## src/hw/ptr_pkg.sv

```systemverilog
package ptr_pkg;
   // ---------------------------------------------------------------
   // program memory layout
   // ---------------------------------------------------------------
   localparam int PC_W = 11;
   localparam logic [10:0] RESET_VECTOR = 11'h000;
   localparam logic [10:0] EXT_VECTOR = 11'h004;
   localparam logic [10:0] TMR0_VECTOR = 11'h008;
   localparam logic [10:0] TMR1_VECTOR = 11'h00C;
   localparam logic [10:0] ADC_VECTOR = 11'h010;
   localparam logic [10:0] TB_VECTOR = 11'h014;
   localparam logic [2:0] LAST_PAGE = 3'h7;
   localparam int WORD_W = 15;
   localparam int STACK_DEPTH = 6;
   // ---------------------------------------------------------------
   // data memory layout
   // ---------------------------------------------------------------
   localparam logic [7:0] ADDR_IND0 = 8'h00;
   localparam logic [7:0] ADDR_MP0 = 8'h01;
   localparam logic [7:0] ADDR_TBLP = 8'h07;
   localparam logic [7:0] ADDR_THH = 8'h08;
   localparam logic [7:0] SFR_END = 8'h3F;
   localparam logic [7:0] GP_BASE = 8'h40;
   localparam int GP_DEPTH = 96;
   localparam logic [7:0] DATA_RESET = 8'h00;
   // edge select codes
   localparam logic [1:0] EDGE_FALL = 2'h1;
   localparam logic [1:0] EDGE_RISE = 2'h2;
   localparam logic [1:0] EDGE_BOTH = 2'h3;

   typedef struct packed {
      logic wr;
      logic rd;
      logic bset;
      logic bclr;
      logic [2:0] bit_sel;
      logic [7:0] addr;
      logic [7:0] wdata;
   } ptr_dacc_t;

   typedef struct packed {
      logic ext;
      logic tmr0;
      logic tmr1;
      logic adc;
      logic tb;
   } ptr_irq_t;
endpackage

```

## src/hw/ptr_unit.sv

```systemverilog
`timescale 1ns/10ps
// Summary of operation
// reset loads pc with reset vector
// enabled ext edge vectors when stack free
// ext edge falling, rising or both selectable
// timer overflow vectors to own entry
// conversion done vectors to converter entry
// time base overflow vectors to entry
// table pointer gives low address byte
// current page uses pc high bits
// last page forces high bits to one
// low byte to target, high to holding; code writes low byte only when target is a general purpose location
// unused holding bits read zero
// holding register read only to software
// table instructions take two cycles
// pointer is offset within current page
// data memory eight bits from zero
// general area follows special area directly
// general locations read and write
// protected special locations ignore writes
// bit set clear except dedicated bits
// data memory reachable through pointer
// unused special locations read zero
// indirect port accesses pointed location
// full stack latches request, defers acknowledge
// second table cycle uses program port
module ptr_unit
   import ptr_pkg::*;
(
   // clock and reset
   input wire logic clock_i,
   input wire logic reset_n_i,
   // core sequencing
   input wire logic step_i,
   input wire logic tbl_current_i,
   input wire logic tbl_last_i,
   input wire logic [7:0] tbl_dest_i,
   input wire logic ret_i,
   input wire logic call_i,
   input wire logic [10:0] pc_load_i,
   input wire logic pc_load_en_i,
   // program memory word
   input wire logic [14:0] prog_data_i,
   // interrupt sources
   input wire logic ext_pin_i,
   input wire logic [1:0] edge_select_control_i,
   input wire ptr_irq_t irq_en_i,
   input wire logic tmr0_ovf_i,
   input wire logic tmr1_ovf_i,
   input wire logic adc_done_i,
   input wire logic tb_ovf_i,
   // data memory access
   input wire ptr_dacc_t dacc_i,
   // outputs
   output logic [10:0] pc_o,
   output logic [10:0] prog_addr_o,
   output logic tbl_busy_o,
   output logic [7:0] rdata_o,
   output logic [6:0] table_high_holding_o,
   output ptr_irq_t irq_pend_o,
   output logic irq_ack_o
);
   // ---------------------------------------------------------------
   // storage
   // ---------------------------------------------------------------
   logic [7:0] gp_mem [0:GP_DEPTH-1];
   logic [7:0] tbl_ptr_reg;
   logic [7:0] memory_pointer_zero_reg;
   logic [6:0] thh_reg;
   logic [10:0] pc_reg;
   logic [10:0] paddr_reg;
   logic [2:0] sp_reg;
   logic ext_d_reg;
   ptr_irq_t pend_reg;
   logic ack_reg;
   logic [7:0] rdata_reg;
   logic busy_reg;

   typedef enum logic [2:0] {
      ST_RUN = 3'b001,
      ST_TBL = 3'b010,
      ST_FETCH = 3'b100
   } ptr_state_t;
   ptr_state_t state_reg;
   logic tbl_is_last_reg;
   logic [7:0] tbl_dest_reg;

   // ---------------------------------------------------------------
   // address resolution
   // ---------------------------------------------------------------
   logic [7:0] eff_addr;
   logic gp_hit;
   logic [6:0] gp_idx;
   logic stack_full;
   assign eff_addr = (dacc_i.addr == ADDR_IND0) ? memory_pointer_zero_reg : dacc_i.addr;
   assign gp_hit = (eff_addr >= GP_BASE) && (eff_addr < GP_BASE + 8'(GP_DEPTH));
   assign gp_idx = 7'(eff_addr - GP_BASE);
   assign stack_full = (sp_reg == 3'(STACK_DEPTH));

   // table address: high bits from pc page or forced to last page
   logic [10:0] tbl_addr;
   assign tbl_addr = {(tbl_is_last_reg ? LAST_PAGE : pc_reg[10:8]), tbl_ptr_reg};

   // ---------------------------------------------------------------
   // edge detection on external pin
   // ---------------------------------------------------------------
   logic ext_edge;
   always_comb
   begin
      case (edge_select_control_i)
         EDGE_FALL: ext_edge = ext_d_reg & ~ext_pin_i;
         EDGE_RISE: ext_edge = ~ext_d_reg & ext_pin_i;
         EDGE_BOTH: ext_edge = ext_d_reg ^ ext_pin_i;
         default: ext_edge = 1'b0;
      endcase
   end

   always_ff @(posedge clock_i or negedge reset_n_i)
   begin
      if (!reset_n_i)
         ext_d_reg <= 1'b0;
      else
         ext_d_reg <= ext_pin_i;
   end

   // ---------------------------------------------------------------
   // interrupt request latches; set beats acknowledge clear
   // ---------------------------------------------------------------
   ptr_irq_t raw;
   ptr_irq_t take;
   assign raw = '{ext: ext_edge, tmr0: tmr0_ovf_i, tmr1: tmr1_ovf_i, adc: adc_done_i, tb: tb_ovf_i};
   logic can_ack;
   assign can_ack = (state_reg == ST_RUN) && step_i && !stack_full && !tbl_current_i && !tbl_last_i;

   // fixed priority: external, timer 0, timer 1, converter, time base
   always_comb
   begin
      take = '0;
      if (can_ack)
      begin
         if (pend_reg.ext) take.ext = 1'b1;
         else if (pend_reg.tmr0) take.tmr0 = 1'b1;
         else if (pend_reg.tmr1) take.tmr1 = 1'b1;
         else if (pend_reg.adc) take.adc = 1'b1;
         else if (pend_reg.tb) take.tb = 1'b1;
      end
   end

   always_ff @(posedge clock_i or negedge reset_n_i)
   begin
      if (!reset_n_i)
         pend_reg <= '0;
      else
         pend_reg <= ((pend_reg & ~take) | (raw & irq_en_i));
   end

   // ---------------------------------------------------------------
   // sequencing: program counter, stack level, table cycles
   // ---------------------------------------------------------------
   always_ff @(posedge clock_i or negedge reset_n_i)
   begin
      if (!reset_n_i)
      begin
         state_reg <= ST_RUN;
         pc_reg <= RESET_VECTOR;
         paddr_reg <= RESET_VECTOR;
         sp_reg <= 3'h0;
         ack_reg <= 1'b0;
         tbl_is_last_reg <= 1'b0;
         tbl_dest_reg <= 8'h00;
         busy_reg <= 1'b0;
      end
      else
      begin
         ack_reg <= |take;
         case (state_reg)
            ST_RUN:
            begin
               if (|take)
               begin
                  // vector entry pushes one level
                  sp_reg <= sp_reg + 3'h1;
                  if (take.ext) pc_reg <= EXT_VECTOR;
                  else if (take.tmr0) pc_reg <= TMR0_VECTOR;
                  else if (take.tmr1) pc_reg <= TMR1_VECTOR;
                  else if (take.adc) pc_reg <= ADC_VECTOR;
                  else pc_reg <= TB_VECTOR;
                  paddr_reg <= take.ext ? EXT_VECTOR : take.tmr0 ? TMR0_VECTOR : take.tmr1 ? TMR1_VECTOR
                               : take.adc ? ADC_VECTOR : TB_VECTOR;
               end
               else if (step_i && (tbl_current_i || tbl_last_i))
               begin
                  state_reg <= ST_TBL;
                  busy_reg <= 1'b1;
                  tbl_is_last_reg <= tbl_last_i;
                  tbl_dest_reg <= tbl_dest_i;
               end
               else if (step_i)
               begin
                  if (ret_i && sp_reg != 3'h0)
                     sp_reg <= sp_reg - 3'h1;
                  else if (call_i && !stack_full)
                     sp_reg <= sp_reg + 3'h1;
                  pc_reg <= pc_load_en_i ? pc_load_i : pc_reg + 11'h001;
                  paddr_reg <= pc_load_en_i ? pc_load_i : pc_reg + 11'h001;
               end
            end
            ST_TBL:
            begin
               paddr_reg <= tbl_addr;
               state_reg <= ST_FETCH;
            end
            ST_FETCH:
            begin
               // instruction fetch resumes after the table word
               paddr_reg <= pc_reg;
               busy_reg <= 1'b0;
               state_reg <= ST_RUN;
            end
            default:
            begin
               state_reg <= ST_RUN;
               busy_reg <= 1'b0;
            end
         endcase
      end
   end

   // ---------------------------------------------------------------
   // special registers: pointer, table pointer, holding register
   // ---------------------------------------------------------------
   // read value is needed by the bit set and clear merge below
   logic [7:0] rd_val;
   logic [7:0] wval;
   always_comb
   begin
      wval = dacc_i.wdata;
      if (dacc_i.bset) wval = rd_val | (8'h01 << dacc_i.bit_sel);
      if (dacc_i.bclr) wval = rd_val & ~(8'h01 << dacc_i.bit_sel);
   end
   logic do_wr;
   assign do_wr = dacc_i.wr | dacc_i.bset | dacc_i.bclr;

   always_ff @(posedge clock_i or negedge reset_n_i)
   begin
      if (!reset_n_i)
      begin
         memory_pointer_zero_reg <= DATA_RESET;
         tbl_ptr_reg <= DATA_RESET;
         thh_reg <= 7'h00;
      end
      else
      begin
         // holding register changes only by table read; writes dropped
         if (state_reg == ST_FETCH)
            thh_reg <= prog_data_i[14:8];
         if (do_wr && eff_addr == ADDR_MP0)
            memory_pointer_zero_reg <= wval;
         if (do_wr && eff_addr == ADDR_TBLP)
            tbl_ptr_reg <= wval;
      end
   end

   // ---------------------------------------------------------------
   // general purpose ram; table low byte lands here too
   // ---------------------------------------------------------------
   logic [7:0] tdest_eff;
   assign tdest_eff = 8'(tbl_dest_reg - GP_BASE);
   always_ff @(posedge clock_i)
   begin
      if (state_reg == ST_FETCH && tbl_dest_reg >= GP_BASE && tbl_dest_reg < GP_BASE + 8'(GP_DEPTH))
         gp_mem[tdest_eff[6:0]] <= prog_data_i[7:0];
      else if (do_wr && gp_hit)
         gp_mem[gp_idx] <= wval;
   end

   // ---------------------------------------------------------------
   // read mux: unused and indirect-through-indirect read zero
   // ---------------------------------------------------------------
   always_comb
   begin
      rd_val = 8'h00;
      if (gp_hit) rd_val = gp_mem[gp_idx];
      else if (eff_addr == ADDR_MP0) rd_val = memory_pointer_zero_reg;
      else if (eff_addr == ADDR_TBLP) rd_val = tbl_ptr_reg;
      else if (eff_addr == ADDR_THH) rd_val = {1'b0, thh_reg};
   end

   always_ff @(posedge clock_i or negedge reset_n_i)
   begin
      if (!reset_n_i)
         rdata_reg <= 8'h00;
      else if (dacc_i.rd)
         rdata_reg <= rd_val;
   end

   // outputs from flops
   assign pc_o = pc_reg;
   assign prog_addr_o = paddr_reg;
   assign tbl_busy_o = busy_reg;
   assign rdata_o = rdata_reg;
   assign table_high_holding_o = thh_reg;
   assign irq_pend_o = pend_reg;
   assign irq_ack_o = ack_reg;

   // ---------------------------------------------------------------
   // checks
   // ---------------------------------------------------------------
   property p_reset_vec;
      @(posedge clock_i) $rose(reset_n_i) |-> pc_reg == RESET_VECTOR;
   endproperty
   a_reset_vec: assert property (p_reset_vec) else $error("pc not at reset vector");
   property p_ext_vec;
      @(posedge clock_i) disable iff (!reset_n_i) take.ext |=> pc_reg == EXT_VECTOR;
   endproperty
   a_ext_vec: assert property (p_ext_vec) else $error("ext vector wrong");
   property p_fall;
      @(posedge clock_i) disable iff (!reset_n_i)
         (edge_select_control_i == EDGE_FALL && ext_d_reg && !ext_pin_i && irq_en_i.ext) |=> pend_reg.ext;
   endproperty
   a_fall: assert property (p_fall) else $error("falling edge missed");
   property p_tmr0;
      @(posedge clock_i) disable iff (!reset_n_i) take.tmr0 |=> pc_reg == TMR0_VECTOR;
   endproperty
   a_tmr0: assert property (p_tmr0) else $error("timer vector wrong");
   property p_adc;
      @(posedge clock_i) disable iff (!reset_n_i) take.adc |=> pc_reg == ADC_VECTOR;
   endproperty
   a_adc: assert property (p_adc) else $error("adc vector wrong");
   property p_tb;
      @(posedge clock_i) disable iff (!reset_n_i) take.tb |=> pc_reg == TB_VECTOR;
   endproperty
   a_tb: assert property (p_tb) else $error("time base vector wrong");
   property p_last;
      @(posedge clock_i) disable iff (!reset_n_i)
         (state_reg == ST_TBL && tbl_is_last_reg) |=> paddr_reg[10:8] == LAST_PAGE;
   endproperty
   a_last: assert property (p_last) else $error("last page not forced");
   property p_cur;
      @(posedge clock_i) disable iff (!reset_n_i)
         (state_reg == ST_TBL && !tbl_is_last_reg) |=> paddr_reg == {$past(pc_reg[10:8]), $past(tbl_ptr_reg)};
   endproperty
   a_cur: assert property (p_cur) else $error("current page address wrong");
   property p_two;
      @(posedge clock_i) disable iff (!reset_n_i) $rose(tbl_busy_o) |-> tbl_busy_o ##1 tbl_busy_o ##1 !tbl_busy_o;
   endproperty
   a_two: assert property (p_two) else $error("table read not two cycles");
   property p_full;
      @(posedge clock_i) disable iff (!reset_n_i) stack_full |-> !(|take);
   endproperty
   a_full: assert property (p_full) else $error("ack while stack full");
   c_tbl_last: cover property (@(posedge clock_i) disable iff (!reset_n_i) state_reg == ST_TBL && tbl_is_last_reg);
   c_irq: cover property (@(posedge clock_i) disable iff (!reset_n_i) ack_reg);
   c_full: cover property (@(posedge clock_i) disable iff (!reset_n_i) stack_full && |pend_reg);
endmodule // ptr_unit

```

## config.mk

```make
export PLATFORM = sky130hd
export DESIGN_NAME = ptr_unit
export DESIGN_NICKNAME = d
export VERILOG_FILES = /design/src/hw/ptr_pkg.sv /design/src/hw/ptr_unit.sv
export SDC_FILE = /design/constraint.sdc
export NUM_CORES = 1
export LEC_CHECK = 0
export BUFFER_PORTS_ARGS = -buffer_cell sky130_fd_sc_hd__buf_2
export CORE_MARGIN = 2
export CORE_UTILIZATION = 28
export CTS_BUF_LIST = sky130_fd_sc_hd__clkbuf_2
export DETAILED_ROUTE_END_ITERATION = 7
export PLACE_DENSITY = 0.46
export SYNTH_ARGS = -nofsm -noshare
export SYNTH_HDL_FRONTEND = slang
export SYNTH_SLANG_ARGS = --single-unit
export TNS_END_PERCENT = 1
```

## constraint.sdc

```tcl
create_clock -name clock_i -period 19.6 [get_ports clock_i]
set_input_delay 3.92 -clock clock_i [delete_from_list [all_inputs] [get_ports clock_i]]
set_output_delay 3.92 -clock clock_i [all_outputs]
set_load 0.1 [all_outputs]
```

**Word level (Yosys, flattened, before mapping)**

Memory sizes are Yosys's and may differ from the RTL's.
Index checks and enable logic that the tools add are counted.

- Register bits: 76
- RAM bits: 768
- Input port bits: 77
- Output and inout bits: 44
- Logic and storage cells: 137
- Memories: 1

Memories:

| name | depth | width | read ports | clocked after memory_dff | write ports | line | RTL |
|---|---|---|---|---|---|---|---|
| gp_mem | 96 | 8 | 1 | 0 | 1 | ptr_unit.sv:66 | `logic [7:0] gp_mem [0:GP_DEPTH-1];` |

- Add/sub/neg operators: 5
- Order comparisons: 4
- Equal/unequal tests: 15
- Shift operators: 1
- Mux-type cells: 47
- Bitwise operators: 16
- Reductions and logical operators: 30

Operator list:

| kind | number |
|---|---|
| two-way mux 8 bit | 7 |
| two-way mux 11 bit | 4 |
| case mux 11 bit (3 select lines) | 1 |
| two-way mux 3 bit | 10 |
| two-way mux 5 bit | 4 |
| greater-or-equal comparator 8 x 7 -> 1 bit (second input constant) | 2 |
| less-than comparator 8 bit (second input constant) | 2 |
| two-way mux 1 bit | 14 |
| two-way mux 7 bit | 2 |
| subtractor 7 bit (second input constant) | 2 |
| logical AND 1 bit | 13 |
| AND reduction 3 bit | 4 |
| adder 11 x 1 -> 11 bit (second input constant) | 1 |
| AND 5 bit | 2 |
| nonzero test 3 bit | 3 |
| AND 8 bit | 1 |
| == test 8 x 1 -> 1 bit (second input constant) | 1 |
| == test 8 x 3 -> 1 bit (second input constant) | 1 |
| == test 8 x 4 -> 1 bit (second input constant) | 1 |
| logical NOT 8 bit | 1 |
| inverter 8 bit | 1 |
| bitwise OR 8 bit | 1 |
| OR reduction 8 bit | 1 |
| left shift 1 x 3 -> 8 bit (first input constant) | 1 |
| other kinds (28) | 38 |

**Logic depth before layout (Yosys ltp)**

Gate-level depths: netlist of the first run.

- Depth after elaboration: 12
- Gate-level depth with buffers: 14
- Gate-level depth less buffers: 9

**Worst setup path before layout of the first run**

Ideal clock, no wire load.

- Path kind: input-to-reg
- From: input dacc_i[8] (netlist name)
- To: memory gp_mem[0][5], data pin
- Library setup time: 0.778 ns
- Data arrival time: 9.049 ns
- Path slack: 9.772 ns
- Stages on the path: 13
- Path buffers: 5
- Cells stage by stage: buf_2 -> nor4b_1 -> a21o_1 -> buf_2 -> buf_2 -> buf_2 -> buf_2 -> nand2_1 -> a41oi_1 -> o211ai_1 -> a21oi_1 -> a22oi_1 -> a31oi_1

- Longest elaborated chain between the ends: 11

RTL lines:

| element | line | RTL |
|---|---|---|
| from (decl) | ptr_unit.sv:53 | `input wire ptr_dacc_t dacc_i,` |
| logical NOT 8 bit | ptr_unit.sv:95 | `assign eff_addr = (dacc_i.addr == ADDR_IND0) ? memory_pointer_zero_reg : dacc_i.addr;` |
| two-way mux 8 bit (*) | ptr_unit.sv:95 |  |
| branches (longest 8 deep; another with memory read (96 x 8 bit)) | - |  |
| two-way mux 8 bit (no line) (*) | - |  |
| to (decl) | ptr_unit.sv:66 |  |

Mark *: on every way between the ends.

**Worst setup path after layout of the first run**

- From: input dacc_i[8] (netlist name)
- To: memory gp_mem[10][3], data pin

The elaborated chain is that of the path after synthesis.

==> impl_metrics.tcl, run 1 <==
set metrics [dict create \
    tns_ns 0 \
    maxSlewViolCount 9 \
    synth_flop_cell "edfxtp_1" \
    overflow 0 \
    gp_congestion 0.915 \
    synth_nets 2602 \
    layout.nets 2855 \
    synth_edf_count 768 \
    cts.sinks 844 \
    critPathLaunchType "input pin" \
    rsz0062_at_grt "no" \
    netlist_area_um2 35200 \
    wl_mm 122 \
    dp_hpwl_mm 77.7 \
    criticalPathCategory "in2reg" \
    holdBufCountCts 0 \
    dp_cells 4202 \
    path_clk_slew_ns 0.10 \
    grt_pass1_vias 23600 \
    cp.arrival_ns 10.19 \
    violations "capacitance limit, slew limit" \
    insertion_delay_ns 1.60 \
    highest_layer "met5" \
    ios 121 \
    m1WireLength_mm 51.5 \
    largest_reg_flops 768 \
    final_cell_mix "768 x edfxtp_1, 405 x nand2_1, 318 x clkbuf_2, 163 x nor2_1, 127 x a21oi_1" \
    cp.required_ns 20.78 \
    cts_buffers 217 \
    leakagePower_nw 13.7 \
    dr.first_iter.drc_count 2608 \
    grt_antenna_before_repair 8 \
    track_usage_pct 18.8 \
    cts-root-buf "clkbuf_2" \
    cp-end-kind "flip-flop" \
    post-route-period-util_pct 46.0 \
    cts_resized 0 \
    grt_pass1_wl_mm 172 \
    finalCriticalPeriod_ns 9.01 \
    die_y_um 358 \
    whs_ns 0.489 \
    min_path_type "reg2reg" \
    num_vias 23800 \
    grt_max_degree 97 \
    ys_seq_elements 844 \
    via_per_inst 5.17 \
    drcViolationCount 0 \
    initial_core_util_pct 28.1 \
    peakVddDrop_uv 44.6 \
    async_flop_share_pct 9.00 \
    final_antenna_net_count 0 \
    met3_length_mm 9.38 \
    final-hold-violation-count 0 \
    dr.pass1.iters 6 \
    ys_seq_area_share_pct 71.0 \
    wire_per_inst_um 26.6 \
    setup_violations 0 \
    die_w_um 358 \
    routed-wl-met2_mm 57.4 \
    slew_headroom_pct -0.732 \
    fill_cells 12500 \
    drive_gt1_share_pct 22.5 \
    top_register "gp_mem" \
    io_buffers 120 \
    htreeDepth 4 \
    fin_skew_ns 0.151 \
    cts_tree "built" \
    pwr_density_cell_nw_per_um2 102 \
    synth_cells 2518 \
    worstMarginPinSlew_ns 1.51 \
    core_area_um2 125000 \
    avgSynthCellArea_um2 14.0 \
    max_cap_violations 1 \
    ys_warn_count 0 \
    num_rows 130 \
    synthDistinctLibCells 74 \
    die_area_um2 128000 \
    clock_path_buffers 3 \
    clock.fmax_mhz 111 \
    cp_max_fo 80 \
    area_growth_pct 13.7 \
    final_common_cell "edfxtp_1" \
    outcome "finished with violations" \
    post-cts-setup-buffer-count 0 \
    finalNonFillerCells 4600 \
]
[routing by layer]
| metal | up-vias | track usage, % |
|---|---|---|
| met3 | 223 | 4.38 |
| met4 | 6 | 7.00 |
| met2 | 1061 | 30.3 |
| li1 | 10300 | - |
| met1 | 12200 | 24.6 |
| met5 | - | 0 |
[final timing paths]
path                                                         from                                  end  slack (ns)  cells past startpoint
min in group asynchronous                               reset_n_i               rdata_o[6]$_DFFE_PN0P_        2.20                      1
max reg2reg                memory_pointer_zero_reg[3]$_DFFE_PN0P_              gp_mem[10][3]$_DFFE_PP_       12.78                     11
min                                    prog_addr_o[8]$_DFFE_PN0P_           prog_addr_o[8]$_DFFE_PN0P_        0.49                      2
max in group asynchronous                               reset_n_i  table_high_holding_o[4]$_DFFE_PN0N_       16.12                      2
min reg2reg                            prog_addr_o[8]$_DFFE_PN0P_           prog_addr_o[8]$_DFFE_PN0P_        0.49                      2
max                                                     dacc_i[8]              gp_mem[10][3]$_DFFE_PP_       10.59                     12
[critical path, cell delays in order]
cell,delay [ns]
buf_2,0.26
nor4b_1,0.93
a21o_4,0.65
buf_4,0.57
buf_4,0.70
mux2i_1,0.16
a22oi_1,0.23
a31oi_1,0.12
nor4_1,1.00
a2111oi_2,0.28
a21oi_4,0.45
buf_4,0.73
[per-stage QoR]
step / util, % / power [mW] / worst slack, ns / cell area (um^2)
floorplan: - / 2.64 / 9.77 / 35200
global placement: 30.3 / 2.87 / 9.15 / 37900
detailed placement: 30.3 / 2.88 / 8.99 / 37900
CTS: 32.0 / 4.12 / 10.62 / 40000
global route: 32.0 / 4.25 / 10.30 / 40000
finish: 32.0 / 4.09 / 10.59 / 40000
[cells by family after synthesis]
| kind of cell | after synthesis | share of synthesized area [%] |
|---|---|---|
| and+or+nand+nor | 808 | 10.1 |
| DFF | 844 | 71.0 |
| adders and majority gates | 7 | 0.249 |
| xor gates and xnor gates | 12 | 0.299 |
| AOI/OAI and AO/OA | 478 | 9.02 |
| muxes | 192 | 7.22 |
| buffers and inverters | 177 | 2.11 |
[final cells by class]
type / instances / area (um^2) / area share (%)
tap: 1650 / 2060 / 5.16
antenna: 10 / 25.0 / 0.0626
timing repair buffer: 187 / 1120 / 2.80
clock inverter: 70 / 427 / 1.07
clock buffer: 318 / 1590 / 3.98
inverter: 24 / 90.1 / 0.225
multi-input combinational: 1497 / 9710 / 24.3
sequential: 844 / 25000 / 62.4
[report_power, final]
group,internal (mW),switching [mW],total [mW]
Combinational,0.144,0.565,0.709
Sequential,2.07,0.0687,2.13
Clock,0.503,0.740,1.24
[cell usage after synthesis, types with 29 or more instances]
cell	instances	area [um^2]
nor3_1	29	145
a31oi_1	42	263
nand2_1	405	1520
clkbuf_1	80	300
nand3_1	108	541
a221oi_1	38	333
o21ai_0	73	365
dfrtp_1	75	1880
edfxtp_1	768	23100
nor2_1	166	623
mux4_2	47	1060
a21oi_1	135	676
mux2i_1	121	1210
buf_2	48	240
(Power assumes the default switching activity.)
==> run 2, diff against run 1 <==
PLACE_DENSITY = 0.48   (was 0.46)
clock period = 8.2 ns   (was 19.6 ns; I/O delays follow)
==> impl_metrics.tcl, run 2 (synthesis results as in run 1) <==
set metrics [dict create \
    overflow 0 \
    grt_antenna_before_repair 10 \
    die_area_um2 128000 \
    cts-root-buf "clkbuf_2" \
    path_buf_inv 2 \
    top_register "gp_mem" \
    total_power_mw 9.74 \
    cts.sinks 844 \
    die_y_um 358 \
    cp-end-kind "flip-flop" \
    whs_ns 0.357 \
    core_area_um2 125000 \
    final_cell_mix "768 x edfxtp_1, 405 x nand2_1, 298 x clkbuf_2, 165 x nor2_1, 127 x a21oi_1" \
    drcViolationCount 0 \
    cp_max_fo 55 \
    worstReg2RegStart "memory_pointer_zero_reg[3]$_DFFE_PN0P_" \
    layout.nets 2884 \
    max_cap_violations 0 \
    min_path_type "in2reg" \
    area_growth_pct 14.5 \
    dr.first_iter.drc_count 2665 \
    htreeDepth 4 \
    maxSlewViolCount 0 \
    rsz0062_at_grt "no" \
    cp.required_ns 9.30 \
    final_common_cell "edfxtp_1" \
    via_per_inst 5.19 \
    post-route-period-util_pct 70.9 \
    slew_headroom_pct 2.99 \
    initial_core_util_pct 28.1 \
    post-cts-setup-buffer-count 0 \
    clock.fmax_mhz 172 \
    peakVddDrop_uv 114 \
    path_cells "nor4b_1, a21o_4, buf_4, mux4_2, a2111oi_0, o211ai_1, a2bb2oi_1, a21oi_4, buf_4" \
    holdCritStartpoint "ext_pin_i" \
    final_antenna_net_count 0 \
    setup_violations 0 \
    num_vias 23900 \
    gp_congestion 0.882 \
    io_buffers 120 \
    critPathLaunchType "flip-flop" \
    track_usage_pct 19.0 \
    clock_path_buffers 3 \
    grt_pass1_wl_mm 174 \
    insertion_delay_ns 1.54 \
    cp_top_family "compound AO/OA/AOI/OAI gates" \
    wire_per_inst_um 26.9 \
    cp.arrival_ns 6.91 \
    holdBufCountCts 0 \
    largest_reg_flops 768 \
    cts_resized 0 \
    fin_skew_ns 0.122 \
    leakagePower_nw 13.9 \
    grt_pass1_vias 23200 \
    worstMarginPinSlew_ns 1.44 \
    cts_tree "built" \
    pwr_density_cell_nw_per_um2 242 \
    num_rows 130 \
    wl_mm 124 \
    path_clk_slew_ns 0.12 \
    drive_gt1_share_pct 22.6 \
    critical_path.most_common_cell "buf_4" \
    slowest_delay_ns 1.09 \
    criticalPathCategory "reg2reg" \
    worstSetupStartpoint "memory_pointer_zero_reg[3]$_DFFE_PN0P_" \
    finalCriticalPeriod_ns 5.82 \
    outcome "completed" \
    grt_max_degree 97 \
    ios 121 \
    fin_area_um2 40300 \
    dr.pass1.iters 6 \
    die_w_um 358 \
    final-hold-violation-count 0 \
    crit_slowest_cell "a2111oi_0" \
    cts_buffers 213 \
    dp_hpwl_mm 81.7 \
    tns_ns 0 \
    dpl-instance-area_um2 38300 \
]
==> run 2: cell types whose count changed in the layout (fill, tap and decap cells not counted), sizes merged <==
cell	change
clkinvlp	+1
bufinv	-1
buf	+33
clkbuf	-20
diode	+5
inv	+3
clkinv	-9
==> run 2: area by class of cell <==
type,count,area [um^2]
tap,1650,2060
inverter,24,90.1
fill,12500,84800
antenna,15,37.5
sequential,844,25000
clock inverter,64,399
clock buffer,298,1490
multi-input combinational,1497,9680
timing repair buffer,220,1530
==> run 2: through the flow <==
step,setup WS [ns],std cells,utilization [%]
global route,2.32,4607,32.2
finish,2.38,4612,32.2
global placement,1.17,4235,30.6
detailed placement,1.14,4235,30.6
floorplan,0.652,2518,-
CTS,2.49,4597,32.2
==> run 2: metal layers <==
metal	GRT usage [%]	part of all wire (%)
met5	0	0
met4	5.80	2.4
met3	4.39	8.3
met2	30.1	46
met1	25.8	43
==> run 2: path summary, 6_finish.rpt <==
path / end / slack (ns) / cells past startpoint
max: gp_mem[62][7]$_DFFE_PP_ / 2.38 / 9
min: ext_d_reg$_DFF_PN0_ / 0.36 / 1
max reg2reg: gp_mem[62][7]$_DFFE_PP_ / 2.38 / 9
min reg2reg: prog_addr_o[8]$_DFFE_PN0P_ / 0.48 / 2
max in group asynchronous: sp_reg[2]$_DFFE_PN0P_ / 7.10 / 1
min in group asynchronous: table_high_holding_o[4]$_DFFE_PN0N_ / 0.37 / 1
==> run 2: power by group <==
part	switching, mW	internal (mW)	leakage [nW]	total [mW]
registers	0.167	4.93	7.85	5.10
clock network	1.78	1.12	1.42	2.89
logic	1.37	0.372	4.59	1.75
